==> src/logic/ccfg_regs.svh <==
`ifndef CCFG_REGS_SVH
`define CCFG_REGS_SVH

// ----------------------------------------------------------------
// Register indices and byte addresses
// ----------------------------------------------------------------
`define CCFG_IDX_CHIP_CFG 8'h08
`define CCFG_IDX_ADDR_LOW 8'h10
`define CCFG_IDX_ADDR_MID 8'h12
`define CCFG_IDX_ADDR_HIGH 8'h14
`define CCFG_IDX_BUS_CTRL 8'h20
`define CCFG_IDX_PROM_CTRL 8'h22
`define CCFG_ADDR_CHIP_CFG 8'h20
`define CCFG_ADDR_ADDR_LOW 8'h40
`define CCFG_ADDR_ADDR_MID 8'h48
`define CCFG_ADDR_ADDR_HIGH 8'h50
`define CCFG_ADDR_BUS_CTRL 8'h80
`define CCFG_ADDR_PROM_CTRL 8'h88

// ----------------------------------------------------------------
// Field positions
// ----------------------------------------------------------------
`define CCFG_CFG_ENDIAN 10
`define CCFG_CFG_PROM 9
`define CCFG_CFG_BUS8 7
`define CCFG_CFG_BUS16 6
`define CCFG_CFG_SHARED 4
`define CCFG_CFG_PKG48 1
`define CCFG_BUS_DRIVE 6
`define CCFG_BUS_CLKSEL 2
`define CCFG_PROM_DIR 5
`define CCFG_PROM_EN 4
`define CCFG_PROM_DIN 3
`define CCFG_PROM_DOUT 2
`define CCFG_PROM_SCLK 1
`define CCFG_PROM_SEL 0

// ----------------------------------------------------------------
// Reset values and masks
// ----------------------------------------------------------------
`define CCFG_RST_ADDR 16'h0000
`define CCFG_RST_BUS_CTRL 16'h0000
`define CCFG_RST_PROM_CTRL 16'h0000
`define CCFG_BUS_CTRL_MASK 16'h0047
`define CCFG_PROM_CTRL_MASK 16'h0037

// ----------------------------------------------------------------
// Serial memory loader constants
// ----------------------------------------------------------------
`define CCFG_CLK_MHZ 40
`define CCFG_PROM_HALF_NS 1000
`define CCFG_PROM_HALF_CYC ((`CCFG_PROM_HALF_NS * `CCFG_CLK_MHZ + 999) / 1000)
`define CCFG_PROM_WORD_BASE 6'h01
`define CCFG_PROM_WORDS 2'd3
`define CCFG_PROM_OP_READ 3'b110
`define CCFG_PROM_CMD_BITS 4'd9
`define CCFG_PROM_DATA_BITS 5'd17

`endif

==> src/logic/ccfg_pkg.sv <==
package ccfg_pkg;

  typedef enum logic [1:0] {
    CCFG_RESP_OKAY = 2'b00,
    CCFG_RESP_SLVERR = 2'b10
  } ccfg_resp_t;

  typedef enum logic [1:0] {
    CCFG_LD_IDLE = 2'b00,
    CCFG_LD_CMD = 2'b01,
    CCFG_LD_DATA = 2'b10,
    CCFG_LD_GAP = 2'b11
  } ccfg_ld_state_t;

endpackage

==> src/logic/ccfg_bus_clk_div.sv <==
`timescale 1ns/10ps
`default_nettype none
`include "ccfg_regs.svh"

module ccfg_bus_clk_div
  import ccfg_pkg::*;
(
  // Clock and reset
  input wire logic aclk,
  input wire logic aresetn,
  // Divider control
  input wire logic [1:0] div_sel,
  // Divided rate
  output logic bus_clk_en
);

  logic [1:0] cnt_reg;
  logic [1:0] last;

  always_comb begin
    unique case (div_sel)
      2'b01: last = 2'h1;
      2'b10: last = 2'h2;
      default: last = 2'h0;
    endcase
  end

  // Counts bus clock periods of one, two or three cycles.
  always_ff @(posedge aclk) begin
    if (!aresetn) begin
      cnt_reg <= 2'h0;
    end else if (cnt_reg >= last) begin
      cnt_reg <= 2'h0;
    end else begin
      cnt_reg <= cnt_reg + 2'h1;
    end
  end

  assign bus_clk_en = (cnt_reg >= last);

endmodule
`default_nettype wire

==> src/logic/ccfg_prom_loader.sv <==
`timescale 1ns/10ps
`default_nettype none
`include "ccfg_regs.svh"

module ccfg_prom_loader
  import ccfg_pkg::*;
(
  // Clock and reset
  input wire logic aclk,
  input wire logic aresetn,
  // Control
  input wire logic start,
  output logic busy,
  // Serial memory pins
  output logic sel_out,
  output logic sclk_out,
  output logic dout,
  output logic dout_oe,
  input wire logic din,
  // Loaded words
  output logic word_valid,
  output logic [1:0] word_idx,
  output logic [15:0] word_data
);

  localparam int HALF = `CCFG_PROM_HALF_CYC;

  ccfg_ld_state_t state_reg;
  logic [7:0] tick_cnt_reg;
  logic tick;
  logic sclk_reg;
  logic [8:0] cmd_reg;
  logic [4:0] bit_cnt_reg;
  logic [15:0] shift_reg;
  logic [1:0] idx_reg;

  assign tick = (tick_cnt_reg == 8'(HALF - 1));

  // ----------------------------------------------------------------
  // Half-period tick
  // ----------------------------------------------------------------
  always_ff @(posedge aclk) begin
    if (!aresetn || tick) begin
      tick_cnt_reg <= 8'h00;
    end else begin
      tick_cnt_reg <= tick_cnt_reg + 8'h01;
    end
  end

  // ----------------------------------------------------------------
  // Read sequence for words one to three
  // ----------------------------------------------------------------
  always_ff @(posedge aclk) begin
    word_valid <= 1'b0;
    if (!aresetn) begin
      state_reg <= CCFG_LD_IDLE;
      sclk_reg <= 1'b0;
      sel_out <= 1'b0;
      cmd_reg <= 9'h000;
      bit_cnt_reg <= 5'h00;
      shift_reg <= 16'h0000;
      idx_reg <= 2'h0;
      word_idx <= 2'h0;
      word_data <= 16'h0000;
    end else begin
      unique case (state_reg)
        CCFG_LD_IDLE: begin
          if (start) begin
            idx_reg <= 2'h0;
            state_reg <= CCFG_LD_GAP;
          end
        end
        CCFG_LD_CMD: begin
          if (tick) begin
            sclk_reg <= ~sclk_reg;
            if (sclk_reg) begin
              cmd_reg <= {cmd_reg[7:0], 1'b0};
              bit_cnt_reg <= bit_cnt_reg - 5'h01;
              if (bit_cnt_reg == 5'h01) begin
                bit_cnt_reg <= `CCFG_PROM_DATA_BITS;
                state_reg <= CCFG_LD_DATA;
              end
            end
          end
        end
        CCFG_LD_DATA: begin
          if (tick) begin
            sclk_reg <= ~sclk_reg;
            if (sclk_reg) begin
              shift_reg <= {shift_reg[14:0], din};
              bit_cnt_reg <= bit_cnt_reg - 5'h01;
              if (bit_cnt_reg == 5'h01) begin
                word_valid <= 1'b1;
                word_idx <= idx_reg;
                word_data <= {shift_reg[14:0], din};
                idx_reg <= idx_reg + 2'h1;
                sel_out <= 1'b0;
                state_reg <= CCFG_LD_GAP;
              end
            end
          end
        end
        CCFG_LD_GAP: begin
          if (tick) begin
            if (idx_reg == `CCFG_PROM_WORDS) begin
              state_reg <= CCFG_LD_IDLE;
            end else begin
              sel_out <= 1'b1;
              cmd_reg <= {`CCFG_PROM_OP_READ, `CCFG_PROM_WORD_BASE + {4'h0, idx_reg}};
              bit_cnt_reg <= {1'b0, `CCFG_PROM_CMD_BITS};
              state_reg <= CCFG_LD_CMD;
            end
          end
        end
      endcase
    end
  end

  assign busy = (state_reg != CCFG_LD_IDLE);
  assign sclk_out = sclk_reg;
  assign dout = cmd_reg[8];
  assign dout_oe = (state_reg == CCFG_LD_CMD);

endmodule
`default_nettype wire

==> src/logic/ccfg_top.sv <==
// Behaviour
// - Latch serial clock strap at reset into bit 10: 0 big, 1 little endian.
// - Latch data pin strap at reset into bit 9: 1 means memory fitted.
// - Bit 7 reads 1 when the LED strap selects an 8-bit bus.
// - Bit 6 reads 1 when the LED strap selects a 16-bit bus.
// - Bit 4 reads 1 for shared address/data bus; read-only.
// - Bit 1 reads 1 for 48-pin package; whole configuration register read-only.
// - After reset with memory fitted, load three address words from word 1.
// - Software writes to address registers never touch the serial memory.
// - Words 1, 2, 3 go to low, middle and high address registers.
// - Bus control bit 6 selects pad drive 8 mA or 16 mA; reset 0.
// - Bus control bit 2 selects bus clock source; 1 reserved; reset 0.
// - Bus control bits 1-0 divide bus clock by one, two, three.
// - Memory control bit 4 hands memory pins to software; reset 0.
// - Write-only bit 5 sets software direction: 0 read, 1 write.
// - Read-only bit 3 returns the live memory data pin level.
// - Bit 2 drives memory data output during software access.
// - Bit 1 drives the memory serial clock during software access.
// - Bit 0 drives memory chip select during software access.
//
// Chosen here: the AXI4-Lite slave port.
`timescale 1ns/10ps
`default_nettype none
`include "ccfg_regs.svh"

module ccfg_top
  import ccfg_pkg::*;
(
  // Clock and reset
  input wire logic aclk,
  input wire logic aresetn,
  // Write address channel
  input wire logic awvalid,
  output logic awready,
  input wire logic [7:0] awaddr,
  input wire logic [2:0] awprot,
  // Write data channel
  input wire logic wvalid,
  output logic wready,
  input wire logic [31:0] wdata,
  input wire logic [3:0] wstrb,
  // Write response channel
  output logic bvalid,
  input wire logic bready,
  output logic [1:0] bresp,
  // Read address channel
  input wire logic arvalid,
  output logic arready,
  input wire logic [7:0] araddr,
  input wire logic [2:0] arprot,
  // Read data channel
  output logic rvalid,
  input wire logic rready,
  output logic [31:0] rdata,
  output logic [1:0] rresp,
  // Straps
  input wire logic port_led_strap_pin,
  input wire logic shared_bus_strap,
  input wire logic package_48pin_strap,
  // Serial memory pins
  output logic prom_select_pin,
  input wire logic prom_serial_clock_pin_in,
  output logic prom_serial_clock_pin_out,
  output logic prom_serial_clock_pin_oe,
  input wire logic prom_data_pin_in,
  output logic prom_data_pin_out,
  output logic prom_data_pin_oe,
  // Bus clock and pad control
  output logic bus_clk_en,
  output logic bus_clk_src_sel,
  output logic pad_drive_strong
);

  // ----------------------------------------------------------------
  // Storage
  // ----------------------------------------------------------------
  logic [15:0] chip_configuration_reg;
  logic [15:0] station_address_low_reg;
  logic [15:0] station_address_middle_reg;
  logic [15:0] station_address_high_reg;
  logic [15:0] internal_bus_control_reg;
  logic [15:0] serial_prom_control_reg;
  logic load_pending_reg;
  logic out_of_reset_reg;

  logic aw_have_reg;
  logic [7:0] aw_addr_reg;
  logic w_have_reg;
  logic [15:0] w_data_reg;
  logic [1:0] w_strb_reg;
  logic wr_fire;
  logic wr_hit;
  logic [15:0] rd_value;
  logic rd_hit;

  logic ld_start;
  logic ld_busy;
  logic ld_sel;
  logic ld_sclk;
  logic ld_dout;
  logic ld_dout_oe;
  logic ld_valid;
  logic [1:0] ld_idx;
  logic [15:0] ld_data;
  logic prom_sw_access_enable;
  logic prom_sw_direction;
  logic [2:0] prom_pin_control_bits;

  // ----------------------------------------------------------------
  // Helpers
  // ----------------------------------------------------------------
  function automatic logic [15:0] merge16(input logic [15:0] old, input logic [15:0] val,
                                          input logic [1:0] strb, input logic [15:0] mask);
    logic [15:0] res;
    res = old;
    if (strb[0]) begin
      res[7:0] = val[7:0];
    end
    if (strb[1]) begin
      res[15:8] = val[15:8];
    end
    return res & mask;
  endfunction

  function automatic logic addr_known(input logic [7:0] a);
    return (a == `CCFG_ADDR_CHIP_CFG) || (a == `CCFG_ADDR_ADDR_LOW) ||
           (a == `CCFG_ADDR_ADDR_MID) || (a == `CCFG_ADDR_ADDR_HIGH) ||
           (a == `CCFG_ADDR_BUS_CTRL) || (a == `CCFG_ADDR_PROM_CTRL);
  endfunction

  // ----------------------------------------------------------------
  // Strap capture
  // ----------------------------------------------------------------
  always_ff @(posedge aclk) begin
    if (!aresetn) begin
      chip_configuration_reg <= 16'h0000;
      chip_configuration_reg[`CCFG_CFG_ENDIAN] <= prom_serial_clock_pin_in;
      chip_configuration_reg[`CCFG_CFG_PROM] <= prom_data_pin_in;
      chip_configuration_reg[`CCFG_CFG_BUS8] <= ~port_led_strap_pin;
      chip_configuration_reg[`CCFG_CFG_BUS16] <= port_led_strap_pin;
      chip_configuration_reg[`CCFG_CFG_SHARED] <= shared_bus_strap;
      chip_configuration_reg[`CCFG_CFG_PKG48] <= package_48pin_strap;
    end
  end

  // ----------------------------------------------------------------
  // Loader start after reset
  // ----------------------------------------------------------------
  always_ff @(posedge aclk) begin
    if (!aresetn) begin
      load_pending_reg <= 1'b1;
      out_of_reset_reg <= 1'b0;
    end else begin
      out_of_reset_reg <= 1'b1;
      if (out_of_reset_reg) begin
        load_pending_reg <= 1'b0;
      end
    end
  end

  assign ld_start = out_of_reset_reg && load_pending_reg &&
                    chip_configuration_reg[`CCFG_CFG_PROM];

  ccfg_prom_loader u_loader (
    .aclk(aclk),
    .aresetn(aresetn),
    .start(ld_start),
    .busy(ld_busy),
    .sel_out(ld_sel),
    .sclk_out(ld_sclk),
    .dout(ld_dout),
    .dout_oe(ld_dout_oe),
    .din(prom_data_pin_in),
    .word_valid(ld_valid),
    .word_idx(ld_idx),
    .word_data(ld_data)
  );

  // ----------------------------------------------------------------
  // Write address and data capture
  // ----------------------------------------------------------------
  assign awready = !aw_have_reg && !bvalid;
  assign wready = !w_have_reg && !bvalid;
  assign wr_fire = aw_have_reg && w_have_reg && !bvalid;
  assign wr_hit = addr_known(aw_addr_reg);

  always_ff @(posedge aclk) begin
    if (!aresetn) begin
      aw_have_reg <= 1'b0;
      aw_addr_reg <= 8'h00;
    end else if (awvalid && awready) begin
      aw_have_reg <= 1'b1;
      aw_addr_reg <= awaddr;
    end else if (wr_fire) begin
      aw_have_reg <= 1'b0;
    end
  end

  always_ff @(posedge aclk) begin
    if (!aresetn) begin
      w_have_reg <= 1'b0;
      w_data_reg <= 16'h0000;
      w_strb_reg <= 2'b00;
    end else if (wvalid && wready) begin
      w_have_reg <= 1'b1;
      w_data_reg <= wdata[15:0];
      w_strb_reg <= wstrb[1:0];
    end else if (wr_fire) begin
      w_have_reg <= 1'b0;
    end
  end

  // ----------------------------------------------------------------
  // Write response
  // ----------------------------------------------------------------
  always_ff @(posedge aclk) begin
    if (!aresetn) begin
      bvalid <= 1'b0;
      bresp <= CCFG_RESP_OKAY;
    end else if (wr_fire) begin
      bvalid <= 1'b1;
      bresp <= wr_hit ? CCFG_RESP_OKAY : CCFG_RESP_SLVERR;
    end else if (bready) begin
      bvalid <= 1'b0;
    end
  end

  // ----------------------------------------------------------------
  // Station address registers
  // ----------------------------------------------------------------
  always_ff @(posedge aclk) begin
    if (!aresetn) begin
      station_address_low_reg <= `CCFG_RST_ADDR;
      station_address_middle_reg <= `CCFG_RST_ADDR;
      station_address_high_reg <= `CCFG_RST_ADDR;
    end else begin
      if (ld_valid) begin
        unique case (ld_idx)
          2'h0: station_address_low_reg <= ld_data;
          2'h1: station_address_middle_reg <= ld_data;
          2'h2: station_address_high_reg <= ld_data;
          default: ;
        endcase
      end
      // Host writes only update these copies, never the memory itself.
      if (wr_fire && aw_addr_reg == `CCFG_ADDR_ADDR_LOW) begin
        station_address_low_reg <= merge16(station_address_low_reg, w_data_reg,
                                           w_strb_reg, 16'hFFFF);
      end
      if (wr_fire && aw_addr_reg == `CCFG_ADDR_ADDR_MID) begin
        station_address_middle_reg <= merge16(station_address_middle_reg, w_data_reg,
                                              w_strb_reg, 16'hFFFF);
      end
      if (wr_fire && aw_addr_reg == `CCFG_ADDR_ADDR_HIGH) begin
        station_address_high_reg <= merge16(station_address_high_reg, w_data_reg,
                                            w_strb_reg, 16'hFFFF);
      end
    end
  end

  // ----------------------------------------------------------------
  // Bus control register
  // ----------------------------------------------------------------
  always_ff @(posedge aclk) begin
    if (!aresetn) begin
      internal_bus_control_reg <= `CCFG_RST_BUS_CTRL;
    end else if (wr_fire && aw_addr_reg == `CCFG_ADDR_BUS_CTRL) begin
      internal_bus_control_reg <= merge16(internal_bus_control_reg, w_data_reg,
                                          w_strb_reg, `CCFG_BUS_CTRL_MASK);
    end
  end

  assign pad_drive_strong = internal_bus_control_reg[`CCFG_BUS_DRIVE];
  assign bus_clk_src_sel = internal_bus_control_reg[`CCFG_BUS_CLKSEL];

  ccfg_bus_clk_div u_div (
    .aclk(aclk),
    .aresetn(aresetn),
    .div_sel(internal_bus_control_reg[1:0]),
    .bus_clk_en(bus_clk_en)
  );

  // ----------------------------------------------------------------
  // Serial memory control register
  // ----------------------------------------------------------------
  always_ff @(posedge aclk) begin
    if (!aresetn) begin
      serial_prom_control_reg <= `CCFG_RST_PROM_CTRL;
    end else if (wr_fire && aw_addr_reg == `CCFG_ADDR_PROM_CTRL) begin
      serial_prom_control_reg <= merge16(serial_prom_control_reg, w_data_reg,
                                         w_strb_reg, `CCFG_PROM_CTRL_MASK);
    end
  end

  assign prom_sw_access_enable = serial_prom_control_reg[`CCFG_PROM_EN];
  assign prom_sw_direction = serial_prom_control_reg[`CCFG_PROM_DIR];
  assign prom_pin_control_bits = serial_prom_control_reg[2:0];

  // ----------------------------------------------------------------
  // Pin ownership
  // ----------------------------------------------------------------
  always_comb begin
    if (prom_sw_access_enable) begin
      prom_select_pin = prom_pin_control_bits[`CCFG_PROM_SEL];
      prom_serial_clock_pin_out = prom_pin_control_bits[`CCFG_PROM_SCLK];
      prom_data_pin_out = prom_pin_control_bits[`CCFG_PROM_DOUT];
      prom_data_pin_oe = prom_sw_direction;
    end else begin
      prom_select_pin = ld_sel;
      prom_serial_clock_pin_out = ld_sclk;
      prom_data_pin_out = ld_dout;
      prom_data_pin_oe = ld_dout_oe && ld_busy;
    end
  end

  // The clock pin is released during reset so that its strap can be sampled.
  assign prom_serial_clock_pin_oe = out_of_reset_reg;

  // ----------------------------------------------------------------
  // Read path
  // ----------------------------------------------------------------
  always_comb begin
    rd_value = 16'h0000;
    rd_hit = 1'b1;
    unique case (araddr)
      `CCFG_ADDR_CHIP_CFG: rd_value = chip_configuration_reg;
      `CCFG_ADDR_ADDR_LOW: rd_value = station_address_low_reg;
      `CCFG_ADDR_ADDR_MID: rd_value = station_address_middle_reg;
      `CCFG_ADDR_ADDR_HIGH: rd_value = station_address_high_reg;
      `CCFG_ADDR_BUS_CTRL: rd_value = internal_bus_control_reg;
      `CCFG_ADDR_PROM_CTRL: begin
        rd_value = {11'h000, prom_sw_access_enable, prom_data_pin_in,
                    prom_pin_control_bits};
      end
      default: rd_hit = 1'b0;
    endcase
  end

  assign arready = !rvalid;

  always_ff @(posedge aclk) begin
    if (!aresetn) begin
      rvalid <= 1'b0;
      rdata <= 32'h00000000;
      rresp <= CCFG_RESP_OKAY;
    end else if (arvalid && arready) begin
      rvalid <= 1'b1;
      rdata <= {16'h0000, rd_value};
      rresp <= rd_hit ? CCFG_RESP_OKAY : CCFG_RESP_SLVERR;
    end else if (rready) begin
      rvalid <= 1'b0;
    end
  end

endmodule
`default_nettype wire

==> config.mk <==
export PLATFORM = sky130hd
export DESIGN_NAME = ccfg_top
export DESIGN_NICKNAME = d
export VERILOG_FILES = /design/src/logic/ccfg_pkg.sv /design/src/logic/ccfg_bus_clk_div.sv /design/src/logic/ccfg_prom_loader.sv /design/src/logic/ccfg_top.sv
export VERILOG_INCLUDE_DIRS = /design/src /design/src/logic
export SDC_FILE = /design/constraint.sdc
export NUM_CORES = 1
export LEC_CHECK = 0
export BUFFER_PORTS_ARGS = -buffer_cell sky130_fd_sc_hd__buf_2
export CAP_MARGIN = 40
export CORE_MARGIN = 3
export CORE_UTILIZATION = 25
export DETAILED_ROUTE_END_ITERATION = 10
export HOLD_SLACK_MARGIN = 0.02
export PLACE_DENSITY_LB_ADDON = 0.1
export REMOVE_ABC_BUFFERS = 1
export SLEW_MARGIN = 40
export SYNTH_ARGS = -nofsm -noshare
export SYNTH_HDL_FRONTEND = slang
export SYNTH_SLANG_ARGS = --single-unit
==> constraint.sdc <==
create_clock -name aclk -period 1.9 [get_ports aclk]
set_clock_uncertainty 0.15 [all_clocks]
set_input_delay 0.095 -clock aclk [delete_from_list [all_inputs] [get_ports aclk]]
set_output_delay 0.095 -clock aclk [all_outputs]
set_load 0.005 [all_outputs]
# Yosys cells after proc, flatten, opt, wreduce, memory -nomap -nowiden
# Cells that the tools add are included.
# op_classes
addsub,5
magnitude_cmp,1
eq_ne,37
muxes,63
bitwise,3
n_reduce_logical,63
# op_table
op,count
$mux W16,9
$pmux W16 S6,1
$eq A8 B7 Y1 const B,6
$mux W9,4
$mux W5,7
$eq A8 B8 Y1 const B,4
$mux W2,14
$reduce_bool A2 Y1,14
$eq A8 B6 Y1 const B,3
$reduce_and A3 Y1,7
$mux W1,20
$pmux W9 S2,1
$mux W8,2
$ne A2 B2 Y1 const B,8
$logic_and A1 B1 Y1,15
$pmux W5 S3,1
$ne A2 B1 Y1 const B,7
$eq A2 B2 Y1 const B,5
$reduce_and A5 Y1,2
$add A8 B1 Y8 const B,1
$pmux W2 S2,2
$pmux W2 S4,1
$reduce_and A4 Y1,2
$reduce_and A8 Y1,1
17 further kinds,35
# totals
reg_bits,179
input_bits,70
output_inout_bits,49
elab_cells,205

# Longest topological paths before layout
# depth
word_depth,7
ltp_mapped,9
ltp_nobuf,6

# Hierarchy
# A second synthesis with hierarchy kept.
# unflattened
cells_unflattened,946
area_unflattened_um2,8423.1
# modules_own_cells
mod,n_inst,cells_each,area_per_inst_um2,seq_area_each_um2
ccfg_top,1,637,5584.1,2322.2
ccfg_prom_loader,1,296,2708.8,1241.2
ccfg_bus_clk_div,1,13,130.1,40.0

# Least setup slack after synthesis
# Ideal clock, no wire load.
# synth_timing
path_kind,register to register
from,register u_loader.bit_cnt_reg[0]
to,register u_loader.word_data[15]
setup_time_ns,0.132
t_arrival_ns,1.845
t_required_ns,1.618
slack_ns,-0.227
path_stages_with_launch,7
n_path_buf,1
synth_period_minus_slack_ns,2.127
cell_sequence,dfxtp_1 ha_1 or4b_4 or4_1 clkbuf_1 nand2_1 a21oi_1
# synth_via
elab_chain_cells,2
# synth_lines
element,line_no,source
"start, declared",ccfg_prom_loader.sv:33,logic [4:0] bit_cnt_reg;
"start signal, assigned",ccfg_prom_loader.sv:78,bit_cnt_reg <= bit_cnt_reg - 5'h01;
"start signal, assigned",ccfg_prom_loader.sv:80,bit_cnt_reg <= `CCFG_PROM_DATA_BITS;
"start signal, assigned",ccfg_prom_loader.sv:91,bit_cnt_reg <= bit_cnt_reg - 5'h01;
$eq A5 B1 Y1,ccfg_prom_loader.sv:92,if (bit_cnt_reg == 5'h01) begin
$reduce_and A4 Y1 (no source line),--,
"end signal, assigned",ccfg_prom_loader.sv:95,"word_data <= {shift_reg[14:0], din};"
"end, declared",ccfg_prom_loader.sv:23,output logic [15:0] word_data
# No other way between the ends.
# A chain may end at the register's enable or synchronous reset.

# Final worst setup path
# layout_timing
from,register aw_addr_reg[3]
to,register station_address_high_reg[0]
# layout_via
elab_chain_cells,4
word_cells_on_any_way,7
classes_between,eq/ne (2); mux (1); reduce/logical (4)
# layout_lines
element,line_no,source
"start, declared",ccfg_top.sv:87,logic [7:0] aw_addr_reg;
"start signal, assigned",ccfg_top.sv:193,aw_addr_reg <= awaddr;
$eq A8 B7 Y1 (no source line) *,--,
$logic_and A1 B1 Y1 (no source line) *,--,
$ne A2 B2 Y1 (no source line) or $reduce_bool A2 Y1 (tied branches),--,
$reduce_and A3 Y1 (no source line),--,
"end signal, assigned",ccfg_top.sv:235,station_address_high_reg <= `CCFG_RST_ADDR;
"end signal, assigned",ccfg_top.sv:241,2'h2: station_address_high_reg <= ld_data;
"end signal, assigned",ccfg_top.sv:255,"station_address_high_reg <= merge16(station_address_high_reg, w_data_reg,"
"end, declared",ccfg_top.sv:80,logic [15:0] station_address_high_reg;
# Mark *: on every way between the ends. The rest lies on a longest branch, timed or not.

==> results.json <==
{
  "hold_violations": 0,
  "setup_viol": 41,
  "synth.avg_cell_area_um2": 8.90,
  "synthArstFlopShare_pct": 0,
  "routedWlPerCell_um": 17.8,
  "synth_seq_area_share_pct": 42.4,
  "status": "finished, violations left",
  "clkPwrFrac_pct": 39.4,
  "slew_violations": 0,
  "switching_power_uw": 2590,
  "start_kind": "register",
  "postLayoutCellArea_um2": 12000,
  "die_w_um": 190,
  "r2r_cells": 5,
  "switching_share_pct": 27.1,
  "hold_path_class": "in -> reg",
  "h-tree-depth": 4,
  "cts.sinks": 177,
  "crit_path_max_fanout": 7,
  "cts_root_buf": "clkbuf_16",
  "start_util_pct": 25.7,
  "post-route-min-period_ns": 2.05,
  "synth_cells": 955,
  "maxCapViolCount": 0,
  "rsz0062_at_grt": "yes",
  "fin_nets": 1252,
  "total_power_uw": 9540,
  "pwr-share-seq_pct": 41.7,
  "hp-start": "aresetn",
  "grt_max_degree": 59,
  "r2r-end": "station_address_high_reg[0]",
  "hpwl_um": 19100,
  "routed_wl_um": 28900,
  "drt-initial-drc-count": 322,
  "syn2layout_area_growth_pct": 41.3,
  "insertion_delay_ns": 0.44,
  "drc": 0,
  "required_ns": 2.11,
  "p_leak_uw": 0.00462,
  "grt_pass1_wl_um": 43800,
  "crit_path_end": "station_address_high_reg[0]",
  "antenna_left": 0,
  "synth_cell_type_count": 73,
  "clkTransAtPathRegs_ns": 0.07,
  "synth_enable_flop_cells": 6,
  "worst_slack_ns": -0.150,
  "first_pass_iters": 4,
  "critPathLaunch": "aw_addr_reg[3]",
  "grt_overflow_total": 0,
  "ys_warn_count": 0,
  "fp.dieH_um": 190,
  "vdd_drop_max_mv": 0.701,
  "place_area_um2": 10100,
  "ys_seq_elements": 177,
  "violations": "negative setup slack",
  "rows": 66,
  "ys.flop_type": "dfxtp_1",
  "syn_area_um2": 8500,
  "die_area_um2": 36300,
  "cts_tree": "yes",
  "layout_commonest_cell": "dfxtp_1",
  "crit_type": "reg -> reg",
  "num_vias": 7700,
  "endpoint_kind": "register",
  "min_path_cells": 2,
  "layout_common_cells": "dfxtp_1 (154), nand2_1 (144), buf_4 (112), a21oi_1 (103), buf_2 (77)",
  "grtUsageTotal_pct": 15.5,
  "worstReg2RegStart": "aw_addr_reg[3]",
  "antenna_found_initial": 0,
  "power.internal_uw": 6950,
  "fmax_mhz": 488,
  "min_period_over_period_pct": 108,
  "io_pins": 119,
  "numCtsBuffers": 17,
  "arrival_ns": 2.26,
  "portBuffers": 76,
  "grt_pass1_vias": 7459,
  "p_comb_share_pct": 19.0,
  "power_density_nw_per_um2": 794,
  "core_um2": 33000,
  "cts_buffer_depth": 2,
  "ff2ff_setup_slack_ns": -0.15,
  "drive_above_1_share_pct": 32.7,
  "gp_congestion": 0.723,
  "diodes": 0,
  "viasPerCell": 4.74
}
worst max-delay path: stages (launching register included):
cell       delay [ns]
dfxtp_2          0.32
or3b_4           0.40
or4_4            0.58
clkbuf_16        0.22
buf_6            0.12
a211oi_2         0.18
layout make-up:
| cell class | count | area, µm² |
|---|---|---|
| Fill cell | 3434 | 21000 |
| Multi-Input combinational cell | 690 | 4920 |
| Sequential cell | 177 | 3630 |
| Timing Repair Buffer | 270 | 2250 |
| Tap cell | 442 | 553 |
| Clock buffer | 24 | 482 |
| Clock inverter | 8 | 126 |
| Inverter | 13 | 51.3 |
per-stage QoR:
stage	instances	hold WS (ns)	util, %	setup slack [ns]	TNS (ns)
after floorplan	880	-0.0273	-	-0.836	-58.57
after global placement	1522	0.125	30.7	-0.251	-6.99
after detailed placement	1522	0.124	30.7	-0.253	-7.55
after CTS	1608	0.0244	34.5	-0.161	-4.40
after global routing	1624	0.0485	36.4	-0.233	-7.88
final	1624	0.0506	36.4	-0.150	-4.45
how the worst min path moves through the flow:
| stage | slack, ns | to |
|---|---|---|
| floorplan | -0.03 | prom_serial_clock_pin_oe |
| global placement | 0.13 | chip_configuration_reg[10] |
| detailed placement | 0.12 | chip_configuration_reg[10] |
| CTS | 0.02 | prom_serial_clock_pin_oe |
| global route | 0.05 | prom_serial_clock_pin_oe |
| finish | 0.05 | prom_serial_clock_pin_oe |
power groups by stage:
stage          sequential (µW)  combinational [µW]  clock, µW
2_1_floorplan             4030                 701          0
3_3_place_gp              4040                1430          0
3_5_place_dp              4040                1410          0
4_1_cts                   3960                1580       3880
5_1_grt                   3990                1980       4040
6_report                  3970                1810       3760
kinds of logic after synthesis:
family / Yosys count / share of synthesized area (%)
flip-flops: 177 / 42.4
buffers and inverters: 105 / 6.05
other: 1 / 0.0441
XOR/XNOR: 10 / 1.03
multiplexers: 40 / 4.87
AO/OA/AOI/OAI: 286 / 24.3
AND/OR/NAND/NOR: 323 / 19.4
adder cells (fa/ha/maj): 13 / 1.91
metal layers:
metal	track usage [%]	vias to the layer above	wire [µm]
li1	-	3874	-
met1	22.0	3692	14500
met2	24.4	119	13300
met3	2.98	15	871
met4	3.42	0	207
met5	0	-	0
repair_timing:
item / 4_1_cts / 5_1_grt
resized for setup: 39 / 97
hold endpoints to repair: 42 / 0
buffers inserted: 6 / 10
gates cloned: 4 / 6
hold buffers: 44 / 0
setup endpoints to repair: 72 / 106
pin swaps: 12 / 66
synthesized netlist by cell type, drive strengths merged (4+ instances only):
cell type / count / area (µm²)
dfxtp: 171 / 3420
nand2: 150 / 563
a21oi: 108 / 541
clkbuf: 50 / 188
buf: 42 / 278
a211oi: 36 / 420
nor2: 36 / 135
a32oi: 32 / 280
o211ai: 32 / 240
mux2i: 29 / 290
nor2b: 26 / 163
o21ai: 25 / 125
nand3: 19 / 95.1
nand2b: 16 / 100
ha: 13 / 163
inv: 13 / 48.8
nand3b: 12 / 90.1
mux2: 11 / 124
a221oi: 9 / 78.8
and3: 8 / 50.1
a22oi: 7 / 52.6
and3b: 7 / 61.3
nor3: 7 / 40.0
nor4b: 7 / 61.3
edfxtp: 6 / 180
o31ai: 6 / 45.0
a22o: 5 / 43.8
and2: 5 / 31.3
xnor2: 5 / 43.8
xor2: 5 / 43.8
or3: 4 / 25.0
Note: power is estimated with default switching activity, not from simulation.
